### config.mk
export PLATFORM = sky130hd
export DESIGN_NAME = spt_servo_tester
export DESIGN_NICKNAME = d
export VERILOG_FILES = /design/src/design/spt_pkg.sv /design/src/design/spt_debounce.sv /design/src/design/spt_lcd_writer.sv /design/src/design/spt_servo_tester.sv
export SDC_FILE = /design/constraint.sdc
export NUM_CORES = 1
export LEC_CHECK = 0
export ABC_AREA = 1
export ABC_CLOCK_PERIOD_IN_PS = 5850
export BUFFER_PORTS_ARGS = -buffer_cell sky130_fd_sc_hd__buf_2
export CAP_MARGIN = 25
export CORE_MARGIN = 3
export CORE_UTILIZATION = 60
export CTS_BUF_LIST = sky130_fd_sc_hd__clkbuf_8
export DETAILED_ROUTE_END_ITERATION = 8
export GPL_ROUTABILITY_DRIVEN = 0
export PLACE_DENSITY_LB_ADDON = 0.15
export SLEW_MARGIN = 20
export SYNTH_ARGS = -nofsm -noshare
export SYNTH_HDL_FRONTEND = slang
export SYNTH_SLANG_ARGS = --single-unit
### constraint.sdc
create_clock -name clk -period 5.85 [get_ports clk]
set_clock_uncertainty 0.15 [all_clocks]
set_input_delay 0.2925 -clock clk [delete_from_list [all_inputs] [get_ports clk]]
set_output_delay 0.2925 -clock clk [all_outputs]
set_load 0.01 [all_outputs]
### src/design/spt_pkg.sv
// constants, state encodings and carrier types shared by the servo pulse tester
package spt_pkg;

    localparam int unsigned CLK_HZ = 100_000_000;
    localparam int unsigned UNIT_US = 10;
    localparam int unsigned CYCLES_10US = CLK_HZ / 1_000_000 * UNIT_US;
    localparam int unsigned POWERUP_MS = 200;
    localparam int unsigned POWERUP_CYCLES = CLK_HZ / 1000 * POWERUP_MS;
    localparam int unsigned INIT_WAIT_MS = 10;
    localparam int unsigned INIT_WAIT_CYCLES = CLK_HZ / 1000 * INIT_WAIT_MS;
    localparam int unsigned GAP_MS = 20;
    localparam int unsigned GAP_CYCLES = CLK_HZ / 1000 * GAP_MS;
    localparam int unsigned HOLD_MS = 500;
    localparam int unsigned HOLD_CYCLES = CLK_HZ / 1000 * HOLD_MS;
    localparam int unsigned TIMEOUT_UNITS = 65535;
    localparam int unsigned TIMEOUT_CYCLES = TIMEOUT_UNITS * CYCLES_10US;
    localparam int unsigned DEBOUNCE_MS = 20;
    localparam int unsigned DEBOUNCE_CYCLES = CLK_HZ / 1000 * DEBOUNCE_MS;
    localparam int unsigned SETUP_NS = 100;
    localparam int unsigned SETUP_CYCLES = CLK_HZ / 1_000_000 * SETUP_NS / 1000;
    localparam int unsigned STROBE_CYCLES = CYCLES_10US;
    localparam int unsigned SETTLE_MS = 2;
    localparam int unsigned SETTLE_CYCLES = CLK_HZ / 1000 * SETTLE_MS;

    localparam logic [3:0] NIB_8BIT = 4'h3;
    localparam logic [3:0] NIB_4BIT = 4'h2;
    localparam logic [7:0] CMD_DISPLAY = 8'h0C;
    localparam logic [7:0] CMD_ENTRY = 8'h06;
    localparam logic [7:0] CMD_CLEAR = 8'h01;
    localparam logic [7:0] ASCII_ZERO = 8'h30;
    localparam logic [7:0] DEC_100 = 8'h64;
    localparam logic [7:0] DEC_10 = 8'h0A;
    localparam logic [1:0] INIT_REPEATS = 2'h3;
    localparam logic [1:0] DIGIT_LAST = 2'h2;

    localparam logic [7:0] SWEEP_MIN = 8'h64;
    localparam logic [7:0] SWEEP_MAX = 8'hC8;
    localparam logic [7:0] SWEEP_STEP = 8'h02;
    localparam logic [7:0] CENTRE_COUNT = 8'h96;
    localparam logic [15:0] UNITS_MAX = 16'hFFFF;

    localparam logic [4:0] TEXT_CYC_FIRST = 5'h00;
    localparam logic [4:0] TEXT_CYC_LAST = 5'h09;
    localparam logic [4:0] TEXT_PW_FIRST = 5'h0B;
    localparam logic [4:0] TEXT_PW_LAST = 5'h17;

    typedef struct packed {
        logic register_select_line;
        logic enable;
        logic [3:0] data;
    } spt_lcd_s;

    typedef enum logic [4:0] {
        ST_PWRUP = 5'h00,
        ST_INIT8 = 5'h01,
        ST_INIT8_WAIT = 5'h03,
        ST_INIT4 = 5'h02,
        ST_CMD_DISP = 5'h06,
        ST_CMD_ENTRY = 5'h07,
        ST_INIT_DONE = 5'h05,
        ST_CLR_CMD = 5'h04,
        ST_CLR_DONE = 5'h0C,
        ST_TEXT = 5'h0D,
        ST_MEAS_ARM = 5'h0F,
        ST_MEAS_HIGH = 5'h0E,
        ST_DIGITS = 5'h0A,
        ST_HOLD = 5'h0B,
        ST_GEN_HIGH = 5'h09,
        ST_GEN_GAP = 5'h08,
        ST_WAIT_WR = 5'h18
    } spt_state_e;

    typedef enum logic [1:0] {
        WR_IDLE = 2'h0,
        WR_SETUP = 2'h1,
        WR_HIGH = 2'h3,
        WR_LOW = 2'h2
    } spt_wr_e;

endpackage

### src/design/spt_debounce.sv
// button synchroniser and debouncer giving one pulse per press
`timescale 1ns/100ps
`default_nettype none
module spt_debounce #(
    parameter int unsigned STABLE_CYCLES = spt_pkg::DEBOUNCE_CYCLES
) (
    input wire logic clk,
    input wire logic resetn,
    input wire logic pin,
    output logic press
);
    import spt_pkg::*;

    typedef struct packed {
        logic s1;
        logic s2;
        logic stable;
        logic [31:0] cnt;
        logic press;
    } spt_deb_s;

    spt_deb_s st_ff;
    spt_deb_s nxt_st;

    if (STABLE_CYCLES < 1) begin : g_chk
        $error("spt_debounce: STABLE_CYCLES must be at least 1");
    end

    always_comb begin
        nxt_st = st_ff;
        nxt_st.s1 = pin;
        nxt_st.s2 = st_ff.s1;
        nxt_st.press = 1'b0;
        // level must hold unchanged for the whole window before it is believed
        if (st_ff.s2 != st_ff.stable) begin
            nxt_st.cnt = st_ff.cnt + 32'h1;
            if (st_ff.cnt == 32'(STABLE_CYCLES - 1)) begin
                nxt_st.cnt = '0;
                nxt_st.stable = st_ff.s2;
                nxt_st.press = st_ff.s2;
            end
        end else begin
            nxt_st.cnt = '0;
        end
    end

    always_ff @(posedge clk) begin
        if (!resetn) begin
            st_ff <= '0;
        end else begin
            st_ff <= nxt_st;
        end
    end

    assign press = st_ff.press;
endmodule
`default_nettype wire

### src/design/spt_lcd_writer.sv
// sends one nibble or one byte as two nibbles to the character display
`timescale 1ns/100ps
`default_nettype none
module spt_lcd_writer #(
    parameter int unsigned SETTLE_CYCLES = spt_pkg::SETTLE_CYCLES
) (
    input wire logic clk,
    input wire logic resetn,
    input wire logic go,
    input wire logic nibble_only,
    input wire logic rs,
    input wire logic [7:0] data,
    output logic done,
    output spt_pkg::spt_lcd_s lcd
);
    import spt_pkg::*;

    typedef struct packed {
        spt_wr_e st;
        logic second;
        logic [3:0] low_nib;
        logic [31:0] cnt;
        logic done;
        spt_lcd_s lcd;
    } spt_wr_s;

    spt_wr_s st_ff;
    spt_wr_s nxt_st;

    if (SETTLE_CYCLES < 1 || SETUP_CYCLES < 1) begin : g_chk
        $error("spt_lcd_writer: timing counts must be at least 1");
    end

    always_comb begin
        nxt_st = st_ff;
        nxt_st.done = 1'b0;
        nxt_st.cnt = st_ff.cnt + 32'h1;
        case (st_ff.st)
            WR_IDLE: begin
                nxt_st.cnt = '0;
                if (go) begin
                    nxt_st.lcd.register_select_line = rs;
                    nxt_st.lcd.data = nibble_only ? data[3:0] : data[7:4];
                    nxt_st.low_nib = data[3:0];
                    nxt_st.second = !nibble_only;
                    nxt_st.st = WR_SETUP;
                end
            end
            WR_SETUP: begin
                if (st_ff.cnt == 32'(SETUP_CYCLES - 1)) begin
                    nxt_st.cnt = '0;
                    nxt_st.lcd.enable = 1'b1;
                    nxt_st.st = WR_HIGH;
                end
            end
            WR_HIGH: begin
                if (st_ff.cnt == 32'(STROBE_CYCLES - 1)) begin
                    nxt_st.cnt = '0;
                    nxt_st.lcd.enable = 1'b0;
                    nxt_st.st = WR_LOW;
                end
            end
            WR_LOW: begin
                // settle is long enough for the slow clear instruction too
                if (st_ff.cnt == 32'(SETTLE_CYCLES - 1)) begin
                    nxt_st.cnt = '0;
                    if (st_ff.second) begin
                        nxt_st.second = 1'b0;
                        nxt_st.lcd.data = st_ff.low_nib;
                        nxt_st.st = WR_SETUP;
                    end else begin
                        nxt_st.done = 1'b1;
                        nxt_st.st = WR_IDLE;
                    end
                end
            end
            default: begin
                nxt_st.st = WR_IDLE;
            end
        endcase
    end

    always_ff @(posedge clk) begin
        if (!resetn) begin
            st_ff <= '0;
        end else begin
            st_ff <= nxt_st;
        end
    end

    assign done = st_ff.done;
    assign lcd = st_ff.lcd;
endmodule
`default_nettype wire

### src/design/spt_servo_tester.sv
// servo pulse tester top: pulse measurement, sweep generation, display driver
// Contract
// - generation mode drives a positive pulse between 1 and 2 ms wide
// - positioning pulses repeat at roughly fifty per second
// - a 20 ms gap follows every generated pulse
// - a width of 1.5 ms is the centre-of-travel command
// - generated width is a count of 10 us units
// - centring emits count 150 repeatedly, each followed by the gap
// - measurement and generation modes; each button press toggles the mode; code merges presses made before a pending toggle is served into one
// - measurement mode shows width in 10 us units, 1.5 ms shows 150
// - generation width sweeps repeatedly from 1 ms to 2 ms
// - measured and generated widths resolve exactly 10 us per count
// - shown value is 8-bit count as three decimal ASCII digits, 000 to 255
// - each digit gets 48 added after division and remainder
// - status strings sit at the lowest text addresses and are read from there
// - after power-up clear outputs and wait 200 ms before display setup
// - send nibble 0011 with three strobes, 10 ms wait after the first
// - then nibble 0010 with three strobes for the 4-bit interface
// - then instruction bytes 12 and 6, then register select goes high
// - bytes go high nibble then low nibble, each strobed, select kept
// - clear: select low, instruction byte 1, select high again
// - select low addresses instructions, high addresses character data
// - missing edge or pulse over 0.65535 s gives a result of zero
`timescale 1ns/100ps
`default_nettype none
module spt_servo_tester #(
    parameter int unsigned POWERUP_CYCLES = spt_pkg::POWERUP_CYCLES,
    parameter int unsigned INIT_WAIT_CYCLES = spt_pkg::INIT_WAIT_CYCLES,
    parameter int unsigned GAP_CYCLES = spt_pkg::GAP_CYCLES,
    parameter int unsigned HOLD_CYCLES = spt_pkg::HOLD_CYCLES,
    parameter int unsigned TIMEOUT_CYCLES = spt_pkg::TIMEOUT_CYCLES,
    parameter int unsigned SETTLE_CYCLES = spt_pkg::SETTLE_CYCLES,
    parameter int unsigned DEBOUNCE_CYCLES = spt_pkg::DEBOUNCE_CYCLES
) (
    input wire logic clk,
    input wire logic resetn,
    input wire logic pulse_in,
    input wire logic button_in,
    input wire logic centre_hold,
    output logic servo_out,
    output spt_pkg::spt_lcd_s lcd,
    output logic mode_generate,
    output logic [7:0] measured_width
);
    import spt_pkg::*;

    // status strings, cycling text first, then the measurement label
    localparam logic [7:0] TEXT_ROM [0:23] = '{
        8'h43, 8'h79, 8'h63, 8'h6C, 8'h69, 8'h6E, 8'h67, 8'h2E,
        8'h2E, 8'h2E, 8'h20, 8'h50, 8'h75, 8'h6C, 8'h73, 8'h65,
        8'h20, 8'h57, 8'h69, 8'h64, 8'h74, 8'h68, 8'h3A, 8'h20
    };

    typedef struct packed {
        spt_state_e st;
        spt_state_e ret;
        logic mode_gen;
        logic toggle_req;
        logic rs;
        logic [31:0] cnt;
        logic [4:0] idx;
        logic [1:0] rep;
        logic [7:0] width;
        logic [15:0] units;
        logic [15:0] sub;
        logic armed;
        logic [7:0] shown;
        logic servo;
        logic wr_go;
        logic wr_nib;
        logic [7:0] wr_byte;
        logic pin_s1;
        logic pin_s2;
        logic hold_s1;
        logic hold_s2;
    } spt_main_s;

    spt_main_s st_ff;
    spt_main_s nxt_st;
    logic press;
    logic wr_done;

    if (POWERUP_CYCLES < 1 || INIT_WAIT_CYCLES < 1 || GAP_CYCLES < 1 || HOLD_CYCLES < 1 ||
        TIMEOUT_CYCLES < 1 || CYCLES_10US < 2) begin : g_chk
        $error("spt_servo_tester: timing counts out of range");
    end

    spt_debounce #(
        .STABLE_CYCLES(DEBOUNCE_CYCLES)
    ) u_debounce (
        .clk(clk),
        .resetn(resetn),
        .pin(button_in),
        .press(press)
    );

    spt_lcd_writer #(
        .SETTLE_CYCLES(SETTLE_CYCLES)
    ) u_writer (
        .clk(clk),
        .resetn(resetn),
        .go(st_ff.wr_go),
        .nibble_only(st_ff.wr_nib),
        .rs(st_ff.rs),
        .data(st_ff.wr_byte),
        .done(wr_done),
        .lcd(lcd)
    );

    function automatic logic [7:0] ascii_digit(input logic [7:0] v, input logic [1:0] pos);
        logic [7:0] huns;
        logic [7:0] rest;
        logic [7:0] d;
        huns = v / DEC_100;
        rest = v % DEC_100;
        case (pos)
            2'h0: d = huns;
            2'h1: d = rest / DEC_10;
            default: d = rest % DEC_10;
        endcase
        return d + ASCII_ZERO;
    endfunction

    always_comb begin
        nxt_st = st_ff;
        nxt_st.pin_s1 = pulse_in;
        nxt_st.pin_s2 = st_ff.pin_s1;
        nxt_st.hold_s1 = centre_hold;
        nxt_st.hold_s2 = st_ff.hold_s1;
        nxt_st.wr_go = 1'b0;
        nxt_st.cnt = st_ff.cnt + 32'h1;
        case (st_ff.st)
            ST_PWRUP: begin
                if (st_ff.cnt == 32'(POWERUP_CYCLES - 1)) begin
                    nxt_st.rep = '0;
                    nxt_st.st = ST_INIT8;
                end
            end
            ST_INIT8: begin
                nxt_st.wr_go = 1'b1;
                nxt_st.wr_nib = 1'b1;
                nxt_st.wr_byte = {4'h0, NIB_8BIT};
                nxt_st.rep = st_ff.rep + 2'h1;
                if (st_ff.rep == 2'h0) begin
                    nxt_st.ret = ST_INIT8_WAIT;
                end else if (st_ff.rep == INIT_REPEATS - 2'h1) begin
                    nxt_st.rep = '0;
                    nxt_st.ret = ST_INIT4;
                end else begin
                    nxt_st.ret = ST_INIT8;
                end
                nxt_st.st = ST_WAIT_WR;
            end
            ST_INIT8_WAIT: begin
                if (st_ff.cnt == 32'(INIT_WAIT_CYCLES - 1)) begin
                    nxt_st.st = ST_INIT8;
                end
            end
            ST_INIT4: begin
                nxt_st.wr_go = 1'b1;
                nxt_st.wr_nib = 1'b1;
                nxt_st.wr_byte = {4'h0, NIB_4BIT};
                nxt_st.rep = st_ff.rep + 2'h1;
                nxt_st.ret = ST_INIT4;
                if (st_ff.rep == INIT_REPEATS - 2'h1) begin
                    nxt_st.rep = '0;
                    nxt_st.ret = ST_CMD_DISP;
                end
                nxt_st.st = ST_WAIT_WR;
            end
            ST_CMD_DISP: begin
                nxt_st.rs = 1'b0;
                nxt_st.wr_go = 1'b1;
                nxt_st.wr_nib = 1'b0;
                nxt_st.wr_byte = CMD_DISPLAY;
                nxt_st.ret = ST_CMD_ENTRY;
                nxt_st.st = ST_WAIT_WR;
            end
            ST_CMD_ENTRY: begin
                nxt_st.wr_go = 1'b1;
                nxt_st.wr_nib = 1'b0;
                nxt_st.wr_byte = CMD_ENTRY;
                nxt_st.ret = ST_INIT_DONE;
                nxt_st.st = ST_WAIT_WR;
            end
            ST_INIT_DONE: begin
                nxt_st.rs = 1'b1;
                nxt_st.st = ST_CLR_CMD;
            end
            ST_CLR_CMD: begin
                nxt_st.rs = 1'b0;
                nxt_st.wr_go = 1'b1;
                nxt_st.wr_nib = 1'b0;
                nxt_st.wr_byte = CMD_CLEAR;
                nxt_st.ret = ST_CLR_DONE;
                nxt_st.st = ST_WAIT_WR;
            end
            ST_CLR_DONE: begin
                nxt_st.rs = 1'b1;
                nxt_st.idx = st_ff.mode_gen ? TEXT_CYC_FIRST : TEXT_PW_FIRST;
                nxt_st.width = st_ff.hold_s2 ? CENTRE_COUNT : SWEEP_MIN;
                nxt_st.st = ST_TEXT;
            end
            ST_TEXT: begin
                nxt_st.wr_go = 1'b1;
                nxt_st.wr_nib = 1'b0;
                nxt_st.wr_byte = TEXT_ROM[st_ff.idx];
                nxt_st.idx = st_ff.idx + 5'h1;
                nxt_st.ret = ST_TEXT;
                if (st_ff.mode_gen && st_ff.idx == TEXT_CYC_LAST) begin
                    nxt_st.ret = ST_GEN_HIGH;
                end else if (!st_ff.mode_gen && st_ff.idx == TEXT_PW_LAST) begin
                    nxt_st.ret = ST_MEAS_ARM;
                end
                nxt_st.armed = 1'b0;
                nxt_st.st = ST_WAIT_WR;
            end
            ST_WAIT_WR: begin
                nxt_st.cnt = '0;
                if (wr_done) begin
                    nxt_st.st = st_ff.ret;
                end
            end
            ST_MEAS_ARM: begin
                // a pulse already high on entry is skipped: only a fresh rising edge starts timing
                if (!st_ff.pin_s2) begin
                    nxt_st.armed = 1'b1;
                end
                if (st_ff.armed && st_ff.pin_s2) begin
                    nxt_st.cnt = '0;
                    nxt_st.sub = 16'h1; // the edge cycle itself is already part of the pulse
                    nxt_st.units = '0;
                    nxt_st.st = ST_MEAS_HIGH;
                end else if (st_ff.cnt == 32'(TIMEOUT_CYCLES - 1)) begin
                    nxt_st.shown = '0;
                    nxt_st.idx = '0;
                    nxt_st.st = ST_DIGITS;
                end
            end
            ST_MEAS_HIGH: begin
                nxt_st.sub = st_ff.sub + 16'h1;
                if (!st_ff.pin_s2) begin
                    nxt_st.shown = st_ff.units[7:0];
                    nxt_st.idx = '0;
                    nxt_st.st = ST_DIGITS;
                end else if (st_ff.sub == 16'(CYCLES_10US - 1)) begin
                    nxt_st.sub = '0;
                    if (st_ff.units == UNITS_MAX) begin
                        nxt_st.shown = '0;
                        nxt_st.idx = '0;
                        nxt_st.st = ST_DIGITS;
                    end else begin
                        nxt_st.units = st_ff.units + 16'h1;
                    end
                end
            end
            ST_DIGITS: begin
                nxt_st.wr_go = 1'b1;
                nxt_st.wr_nib = 1'b0;
                nxt_st.wr_byte = ascii_digit(st_ff.shown, st_ff.idx[1:0]);
                nxt_st.idx = st_ff.idx + 5'h1;
                nxt_st.ret = (st_ff.idx[1:0] == DIGIT_LAST) ? ST_HOLD : ST_DIGITS;
                nxt_st.st = ST_WAIT_WR;
            end
            ST_HOLD: begin
                if (st_ff.cnt == 32'(HOLD_CYCLES - 1)) begin
                    if (st_ff.toggle_req) begin
                        nxt_st.mode_gen = !st_ff.mode_gen;
                        nxt_st.toggle_req = 1'b0;
                    end
                    nxt_st.st = ST_CLR_CMD;
                end
            end
            ST_GEN_HIGH: begin
                nxt_st.servo = 1'b1;
                if (st_ff.cnt == 32'(st_ff.width) * 32'(CYCLES_10US)) begin // first cycle here is still low
                    nxt_st.servo = 1'b0;
                    nxt_st.cnt = '0;
                    nxt_st.st = ST_GEN_GAP;
                end
            end
            ST_GEN_GAP: begin
                if (st_ff.cnt == 32'(GAP_CYCLES - 1)) begin
                    nxt_st.cnt = '0;
                    if (st_ff.hold_s2) begin
                        nxt_st.width = CENTRE_COUNT;
                    end else if (st_ff.width + SWEEP_STEP > SWEEP_MAX || st_ff.width < SWEEP_MIN) begin
                        nxt_st.width = SWEEP_MIN;
                    end else begin
                        nxt_st.width = st_ff.width + SWEEP_STEP;
                    end
                    nxt_st.st = ST_GEN_HIGH;
                    if (st_ff.toggle_req) begin
                        nxt_st.mode_gen = !st_ff.mode_gen;
                        nxt_st.toggle_req = 1'b0;
                        nxt_st.st = ST_CLR_CMD;
                    end
                end
            end
            default: begin
                nxt_st.st = ST_PWRUP;
            end
        endcase
        // a press in the same cycle as the clear is kept
        if (press) begin
            nxt_st.toggle_req = 1'b1;
        end
    end

    always_ff @(posedge clk) begin
        if (!resetn) begin
            st_ff <= '0;
        end else begin
            st_ff <= nxt_st;
        end
    end

    assign servo_out = st_ff.servo;
    assign mode_generate = st_ff.mode_gen;
    assign measured_width = st_ff.shown;
endmodule
`default_nettype wire

== Yosys cells after proc, flatten, opt, wreduce, memory -nomap -nowiden ==
Memories as Yosys holds them, arrays and structs flattened.
Cells that the tools add are included.

* Register bits after elaboration: 198
* Bits in read-only memories: 256
* Bits of input ports: 5
* Output and inout port bits: 16
* Logic and storage cells: 244
* Memories kept: 1

* $add $sub $neg: 9
* Multiply operators: 1
* Divide/modulo/power cells: 4
* Magnitude comparators: 3
* Equality and inequality tests: 60
* Multiplexer cells: 85
* Bitwise logic cells: 3
* Reductions and logical operators: 44

{| class="wikitable"
|+ Memories
! memory !! depth !! bits a word !! read ports !! clocked after memory_dff !! wr ports !! line !! text
|-
| (no name shown) || 32 || 8 || 1 || 0 || 0 || spt_servo_tester.sv:207 || <nowiki>nxt_st.wr_byte = TEXT_ROM[st_ff.idx];</nowiki>
|}

{| class="wikitable"
|+ Operator list
! cell !! number
|-
| $mux W32 || 8
|-
| $pmux W32 S4 || 2
|-
| $add A32 B1 Y32 const B || 3
|-
| $mux W8 || 12
|-
| $mux W5 || 18
|-
| $pmux W10 S7 || 1
|-
| $eq A32 B21 Y1 const B || 2
|-
| $eq A32 B26 Y1 const B || 2
|-
| $pmux W32 S2 || 1
|-
| $pmux W5 S11 || 1
|-
| $pmux W8 S2 || 3
|-
| $eq A5 B4 Y1 const B || 9
|-
| $pmux W5 S7 || 1
|-
| $mux W33 || 1
|-
| $add A16 B1 Y16 const B || 2
|-
| $eq A32 B10 Y1 const B || 1
|-
| $eq A32 B18 Y1 || 1
|-
| $eq A32 B18 Y1 const B || 1
|-
| $eq A32 B20 Y1 const B || 1
|-
| $eq A32 B25 Y1 const B || 1
|-
| $eq A32 B4 Y1 const B || 1
|-
| $ne A2 B2 Y1 const B || 13
|-
| $mux W4 || 6
|-
| $eq A5 B3 Y1 const B || 4
|-
| other kinds (53) || 114
|}

== Logic depth before layout (Yosys ltp) ==
Gate-level depths: netlist (run 1).

* Word-level depth: 7
* Gate-level depth with buffers: 29
* Mapped depth without buffers: 28

== By module ==
From an unflattened synthesis (run 1), not the netlist that was laid out.

* Cell total of the unflattened synthesis: 1,953
* Area total of the unflattened synthesis: 13,071.3 sq um

{| class="wikitable"
|+ By module, submodules not included
! module !! times used !! cells an instance !! area each (sq um) !! seq. area each (sq um)
|-
| spt_servo_tester || 1 || 1,215 || 8,341.8 || 2,282.2
|-
| spt_lcd_writer || 1 || 430 || 2,758.9 || 920.9
|-
| spt_debounce || 1 || 308 || 1,970.6 || 720.7
|}

== Least setup slack after synthesis (run 1) ==
Ideal clock, no wire load.

* Path kind: reg-to-reg
* Start: register st_ff[59] in the netlist's numbering
* End: register st_ff[100] in the netlist's numbering
* Library setup time: 0.116 ns
* Arrival: 4.743 ns
* Required time: 5.584 ns
* Slack: 0.840 ns
* Stages on the path, launching flop included: 26
* Buffers on the path: 1
* Clock period less this slack: 5.010 ns
* Cells stage by stage: dfxtp_1 fa_1 fa_1 inv_1 fa_1 inv_1 fa_1 ha_1 nand2_1 o21ai_0 nand2_1 nand2_1 a21o_1 a21oi_1 xor2_1 nor3b_1 nand4_1 nor2_1 nor2_1 nor2_1 nand2_1 nand2_1 inv_1 buf_4 o211ai_1 inv_1

* Cells in the longest elaborated chain, start to end: 4

{| class="wikitable"
|+ Ends and longest elaborated chain
! item !! line !! text
|-
| start: declaration || spt_servo_tester.sv:78 || <nowiki>spt_main_s st_ff;</nowiki>
|-
| start signal: assignment || spt_servo_tester.sv:314 || <nowiki>st_ff <= nxt_st;</nowiki>
|-
| $mul A8 B7 Y15 || spt_servo_tester.sv:276 || <nowiki>if (st_ff.cnt == 32'(st_ff.width) * 32'(CYCLES_10US)) begin</nowiki>
|-
| $eq A32 B18 Y1 || spt_servo_tester.sv:276 ||
|-
| $mux W32 || spt_servo_tester.sv:276 ||
|-
| $pmux W32 S4 || spt_servo_tester.sv:132 || <nowiki>case (st_ff.st)</nowiki>
|}

No other way between the ends.
A chain may end at the register's enable or synchronous reset.

== Worst setup path after layout (run 1) ==
* Start: register st_ff[57] in the netlist's numbering
* End: register st_ff[98] in the netlist's numbering

The elaborated chain is that of the path after synthesis.

==> results of run 1 <==
==> synthesized netlist by cell type, types with 14 or more instances <==
| cell type | count | area share |
|---|---|---|
| a31oi_1 | 19 | 0.0098 |
| a21oi_1 | 100 | 0.041 |
| or2_2 | 17 | 0.0088 |
| nor4_1 | 37 | 0.019 |
| o21ai_0 | 70 | 0.029 |
| buf_4 | 16 | 0.0099 |
| nand3_1 | 83 | 0.034 |
| nor2_1 | 226 | 0.070 |
| fa_1 | 20 | 0.033 |
| nand2_1 | 308 | 0.095 |
| nor3_1 | 57 | 0.024 |
| nand2_2 | 14 | 0.0072 |
| nand4_1 | 38 | 0.020 |
| clkbuf_1 | 20 | 0.0062 |
| xor2_1 | 45 | 0.032 |
| xnor2_1 | 18 | 0.013 |
| ha_1 | 54 | 0.056 |
| inv_1 | 289 | 0.089 |
| dfxtp_1 | 196 | 0.32 |
==> per-layer routing <==
layer / up-vias / track usage
met3: 42 / 0.0387
met4: 0 / 0.0642
met1: 4940 / 0.342
met2: 259 / 0.391
met5: - / 0
li1: 5707 / -
==> worst max-delay path: stages, from the launching register on <==
cell,delay [ps]
dfxtp_1,340
fa_1,540
fa_1,560
inv_1,50
fa_1,530
inv_1,50
fa_1,450
ha_1,380
nand2_1,70
o21ai_0,360
nand2_1,90
nand2_1,110
a21o_1,120
a21oi_1,70
xor2_1,140
nor3b_1,220
nand4_1,110
nor2_1,180
nor2_1,80
nor2_1,120
nand2_1,60
nand2_1,70
inv_1,300
o211ai_1,200
inv_1,50
==> layout make-up <==
class | instances | area (µm²)
clock buffers | 17 | 234
clock inverters | 15 | 169
fillers | 1801 | 6780
inverters | 303 | 1140
multi-input cells | 1216 | 6870
flip-flops and latches | 196 | 3930
well taps | 265 | 332
repair buffers | 31 | 210
==> sequential cells by signal (all words and copies together), names as in the netlist <==
name / cells
st_ff: 102
u_writer.st_ff: 39
u_debounce.st_ff: 34
measured_width: 8
u_writer.lcd: 6
nxt_st: 2
mode_generate: 1
servo_out: 1
u_debounce.nxt_st: 1
u_debounce.press: 1
u_writer.done: 1
==> logic make-up after synthesis <==
group,synth area share
other,0.000309
AOI/OAI and AO/OA,0.117
muxes,0.000928
xor gates and xnor gates,0.0455
buffers and inverters,0.112
adders and majority gates,0.0887
DFF,0.323
and+or+nand+nor,0.312
==> cell usage in the layout (no fill, tap or decap), types with 45 or more instances in the layout <==
cell	count
inv_1	290
o21ai_0	70
a21oi_1	100
xor2_1	45
dfxtp_1	195
nand3_1	83
nand2_1	308
nor3_1	57
ha_1	54
nor2_1	226
==> power by group <==
group | leakage, nW | internal (W) | switching, W
logic | 3.59 | 0.000270 | 0.000506
clock network | 0.203 | 0.000358 | 0.000526
registers | 1.59 | 0.00143 | 0.0000854
==> worst max-delay path by stage <==
stage                 end  cells past startpoint
2_1_floorplan  st_ff[100]                     25
3_3_place_gp   st_ff[100]                     26
3_5_place_dp    st_ff[98]                     26
4_1_cts         st_ff[98]                     26
5_1_grt        st_ff[100]                     24
6_report        st_ff[98]                     24
==> through the flow <==
step / utilization / total power [W] / TNS (ps) / setup WS [ps]
2_1_floorplan: - / 0.00211 / 0 / 840
3_3_place_gp: 0.631 / 0.00228 / 0 / 454
3_5_place_dp: 0.631 / 0.00229 / 0 / 319
4_1_cts: 0.653 / 0.00318 / 0 / 283
5_1_grt: 0.655 / 0.00338 / -44.6 / -32.8
6_report: 0.655 / 0.00317 / 0 / 337
==> what timing repair did <==
action,in CTS,in global routing
endpoints found under the hold margin,3,0
setup endpoints to repair,0,20
resized for setup,0,1
hold buffers,3,0
==> results.md, run 1 <==
* Antenna Violating Nets Remaining at 0
* DRC Markers at 0
* Htree depth at 4
* Diode count at 0
* Root buffer cell: clkbuf_8
* Initial DRC Count at 826
* Synth Flop Type: dfxtp_1
* Crit path from: st_ff[57]
* RSZ-0062 raised after global routing: yes
* Largest net degree at the start of global routing at 34
* R2R setup slack at 340 ps
* IO Port Bufs at 20
* Final Slew Violations at 0
* Worst setup EP type: flip-flop
* Die area at 0.0220 mm²
* Hold Path Class: in -> reg
* Hold Fails Final Rpt at 0
* Remaining Overflow, GRT at 0
* WHS Endpoint: u_debounce.nxt_st[34]
* Pleak at 5.37 nW
* Max-cap violations at 0
* DR WL met3 at 1150 µm
* Fin crit share at 0.942
* CTS Buf Count at 17
* Min Tclk post-route at 5510 ps
* Drt total wl at 26100 µm
* Clock transition at path regs at 100 ps
* Detail Placement HPWL at 19900 µm
* Chip Width at 148 µm
* Synth Register Bits at 196
* Synth Instances at 1751
* Final #Nets at 1844
* Overall global routing resource usage at 0.243
* Clock latency on the worst-skew pair at 480 ps
* Via count at 10900
* Setup violators final at 0
* Mapped Area at 0.0121 mm²
* Post-place instance area at 0.0124 mm²
* Core Area at 0.0197 mm²
* Type of origin of the critical path: flip-flop
* CTS tree: built
* Reg2reg end: st_ff[98]
* Final Cell Area at 0.0129 mm²
* Synth async-reset ratio at 0
* Routed vias/inst at 5.36
* Cell Rows at 51
* Routed len/inst at 12.8 µm
* Number of synthesized flops with an enable pin at 0
* Inst Count DP at 2007
* Count of clock tree sinks at 196
* Uppermost layer routed: met4
* Share of post-route cells with drive strength above 1 at 0.0765
* Hold depth at 3
* Die Span Y at 148 µm
* Slew @ Worst Pin at 745 ps
* Distinct cells, synth at 62
* Non-filler cells, final at 2043
* CP arrival at 5740 ps
* Status: finished, final reports clean
* Critical path class: reg -> reg
* Syn Area/Cell at 6.93 µm²
* DRT met1 WL at 13000 µm
* Hold_ws at 186 ps
* Sequential-to-total area share from yosys stat at 0.323
* Crit Path Max Fanout at 20
* Pwr dens at 247 mW/mm²
* First-pass GRT wire length at 45300 µm
* Max-slew headroom at 0.497
* Hold path startpoint: resetn
* Initial antenna violation count at 0
* Initial Util at 0.617
* Number of global-route vias before repair at 9959
* Layout area overhead at 6.11%
* Reg2reg start: st_ff[57]
* VDD IR max at 0.169 mV
* Pre-antenna DRT Iters at 8
* Detail Route met2 WL at 11600 µm
* Max Buffers Root-to-Sink at 2
* Fmax at 181 MHz
* WP data required at 6080 ps
* Post-CTS setup buffers at 0
* FF-to-FF path depth at 24
* Yosys warns at 0
* Io pins at 21
Power figures use the tool's default switching activity.
==> run 2, diff against run 1 <==
--- a/config.mk
+++ b/config.mk
@@ -9,8 +9,10 @@
 export ABC_CLOCK_PERIOD_IN_PS = 5850
 export BUFFER_PORTS_ARGS = -buffer_cell sky130_fd_sc_hd__buf_2
 export CAP_MARGIN = 25
+export CELL_PAD_IN_SITES_DETAIL_PLACEMENT = 0
+export CELL_PAD_IN_SITES_GLOBAL_PLACEMENT = 2
 export CORE_MARGIN = 3
-export CORE_UTILIZATION = 60
+export CORE_UTILIZATION = 38
 export CTS_BUF_LIST = sky130_fd_sc_hd__clkbuf_8
 export DETAILED_ROUTE_END_ITERATION = 8
 export GPL_ROUTABILITY_DRIVEN = 0
==> run 2 against run 1 <==
Compared with the run above: design area is 1.6% higher; non-clock buffer count grew 5; first-iteration DRC count fell by 33%; fmax is 4.1% higher; sequential power hardly changed; utilization is 23 points lower.
==> results.md, run 2 (same netlist as run 1, synthesis figures left out) <==
* Htree depth at 4
* Cell Rows at 64
* Antenna Violating Nets Remaining at 0
* Routed len/inst at 13.3 µm
* IO Port Bufs at 20
* Final Cell Area at 0.0131 mm²
* Core Area at 0.0310 mm²
* Clock transition at path regs at 120 ps
* Layout area overhead at 7.80%
* Max reg flops at 102
* Type of origin of the critical path: flip-flop
* DRC Markers at 0
* Hold Path Class: in -> reg
* Number of global-route vias before repair at 10300
* Initial DRC Count at 550
* Setup violators final at 0
* WP data required at 6100 ps
* Slew @ Worst Pin at 756 ps
* Die Span Y at 185 µm
* Commonest non-fill, non-tap cell in the layout: nand2_1
* Pre-antenna DRT Iters at 5
* Routed vias/inst at 4.91
* Worst setup EP type: flip-flop
* Pwr dens at 244 mW/mm²
* FF-to-FF path depth at 28
* Crit-path slowest cell: fa_1
* RSZ-0062 raised after global routing: no
* Diode count at 0
* Root buffer cell: clkbuf_8
* CTS tree: built
* Hold Fails Final Rpt at 0
* Critical path's largest stage delay at 540 ps
* Max-cap violations at 0
* Count of clock tree sinks at 196
* Initial antenna violation count at 0
* Hold depth at 4
* First-pass GRT wire length at 50300 µm
* Post-place instance area at 0.0126 mm²
* Final #Nets at 1851
* Max-slew headroom at 0.492
* Max Buffers Root-to-Sink at 2
* Overall global routing resource usage at 0.177
* Crit Path Max Fanout at 8
* Fmax at 189 MHz
* Detail Placement HPWL at 22100 µm
* Reg2reg start: st_ff[59]
* WHS Endpoint: st_ff[0]
* CP arrival at 5540 ps
* Die area at 0.0341 mm²
* Reg2reg end: st_ff[98]
* Final Slew Violations at 0
* Setup TNS at 0 ps
* Critical path class: reg -> reg
* Largest net degree at the start of global routing at 34
* Pleak at 5.39 nW
* Min Tclk post-route at 5290 ps
* Via count at 10700
* Chip Width at 185 µm
* Most flops, register: st_ff
* Share of post-route cells with drive strength above 1 at 0.0818
* Hold path startpoint: resetn
* Remaining Overflow, GRT at 0
* VDD IR max at 0.168 mV
* Most frequent cells in the layout: nand2_1 (307), inv_1 (289), nor2_1 (226)
* Clock latency on the worst-skew pair at 500 ps
* R2R setup slack at 560 ps
* Io pins at 21
* Fin crit share at 0.905
* CTS Buf Count at 17
* Initial Util at 0.391
* Regs by FF count: st_ff x102, u_writer.st_ff x39, u_debounce.st_ff x34
* Status: finished, final reports clean
* Drt total wl at 29100 µm
-- run 2: repair_timing --
| item | in CTS | in global routing |
|---|---|---|
| resized for setup | 0 | 8 |
| setup endpoints to repair | 0 | 25 |
| hold buffers | 3 | 0 |
| hold endpoints to repair | 3 | 0 |
| buffers inserted | 0 | 2 |
-- run 2: worst max path at each step --
stage / start / to / cells past startpoint
global route: st_ff[57] / st_ff[92] / 27
finish: st_ff[59] / st_ff[98] / 28
global placement: st_ff[60] / st_ff[98] / 26
CTS: st_ff[60] / st_ff[98] / 26
floorplan: st_ff[59] / st_ff[100] / 25
detailed placement: st_ff[60] / st_ff[100] / 26
-- run 2: cell type report --
type | count | area (µm²)
timing repair buffer | 36 | 235
tap | 396 | 495
inverter | 303 | 1140
timing repair inverter | 2 | 15.0
fill | 3318 | 17900
multi-input combinational | 1216 | 6870
clock inverter | 15 | 159
clock buffer | 17 | 234
sequential | 196 | 3930
-- run 2: report_power, final --
group          total [W]  switching (W)  leakage (nW)  internal [W]
combinational   0.000801       0.000531          3.60      0.000270
clock           0.000881       0.000558         0.203      0.000322
sequential       0.00151      0.0000831          1.59       0.00143
total            0.00319        0.00117          5.39       0.00202
-- run 2: per-layer routing --
metal | GRT usage | wire length, µm
met2 | 0.278 | 12600
met4 | 0.0297 | 182
met5 | 0 | 0
met1 | 0.259 | 15600
met3 | 0.0324 | 724
-- run 2: worst max-delay path: cells and delay by family, from the launching register on --
family	cells	cell delay, ps
compound gates	3	280
buf+inv	6	640
flops	1	340
fa+ha+maj	5	2170
simple gates	13	1410
xor+xnor	1	210
-- run 2: stage by stage --
step	utilization	std cells	power, W	worst slack (ps)	hold slack (ps)
floorplan	-	1755	0.00211	840	240
global placement	0.406	2141	0.00232	339	254
detailed placement	0.406	2141	0.00231	239	259
CTS	0.420	2176	0.00322	210	111
global route	0.422	2181	0.00343	44.4	137
finish	0.422	2181	0.00319	556	158
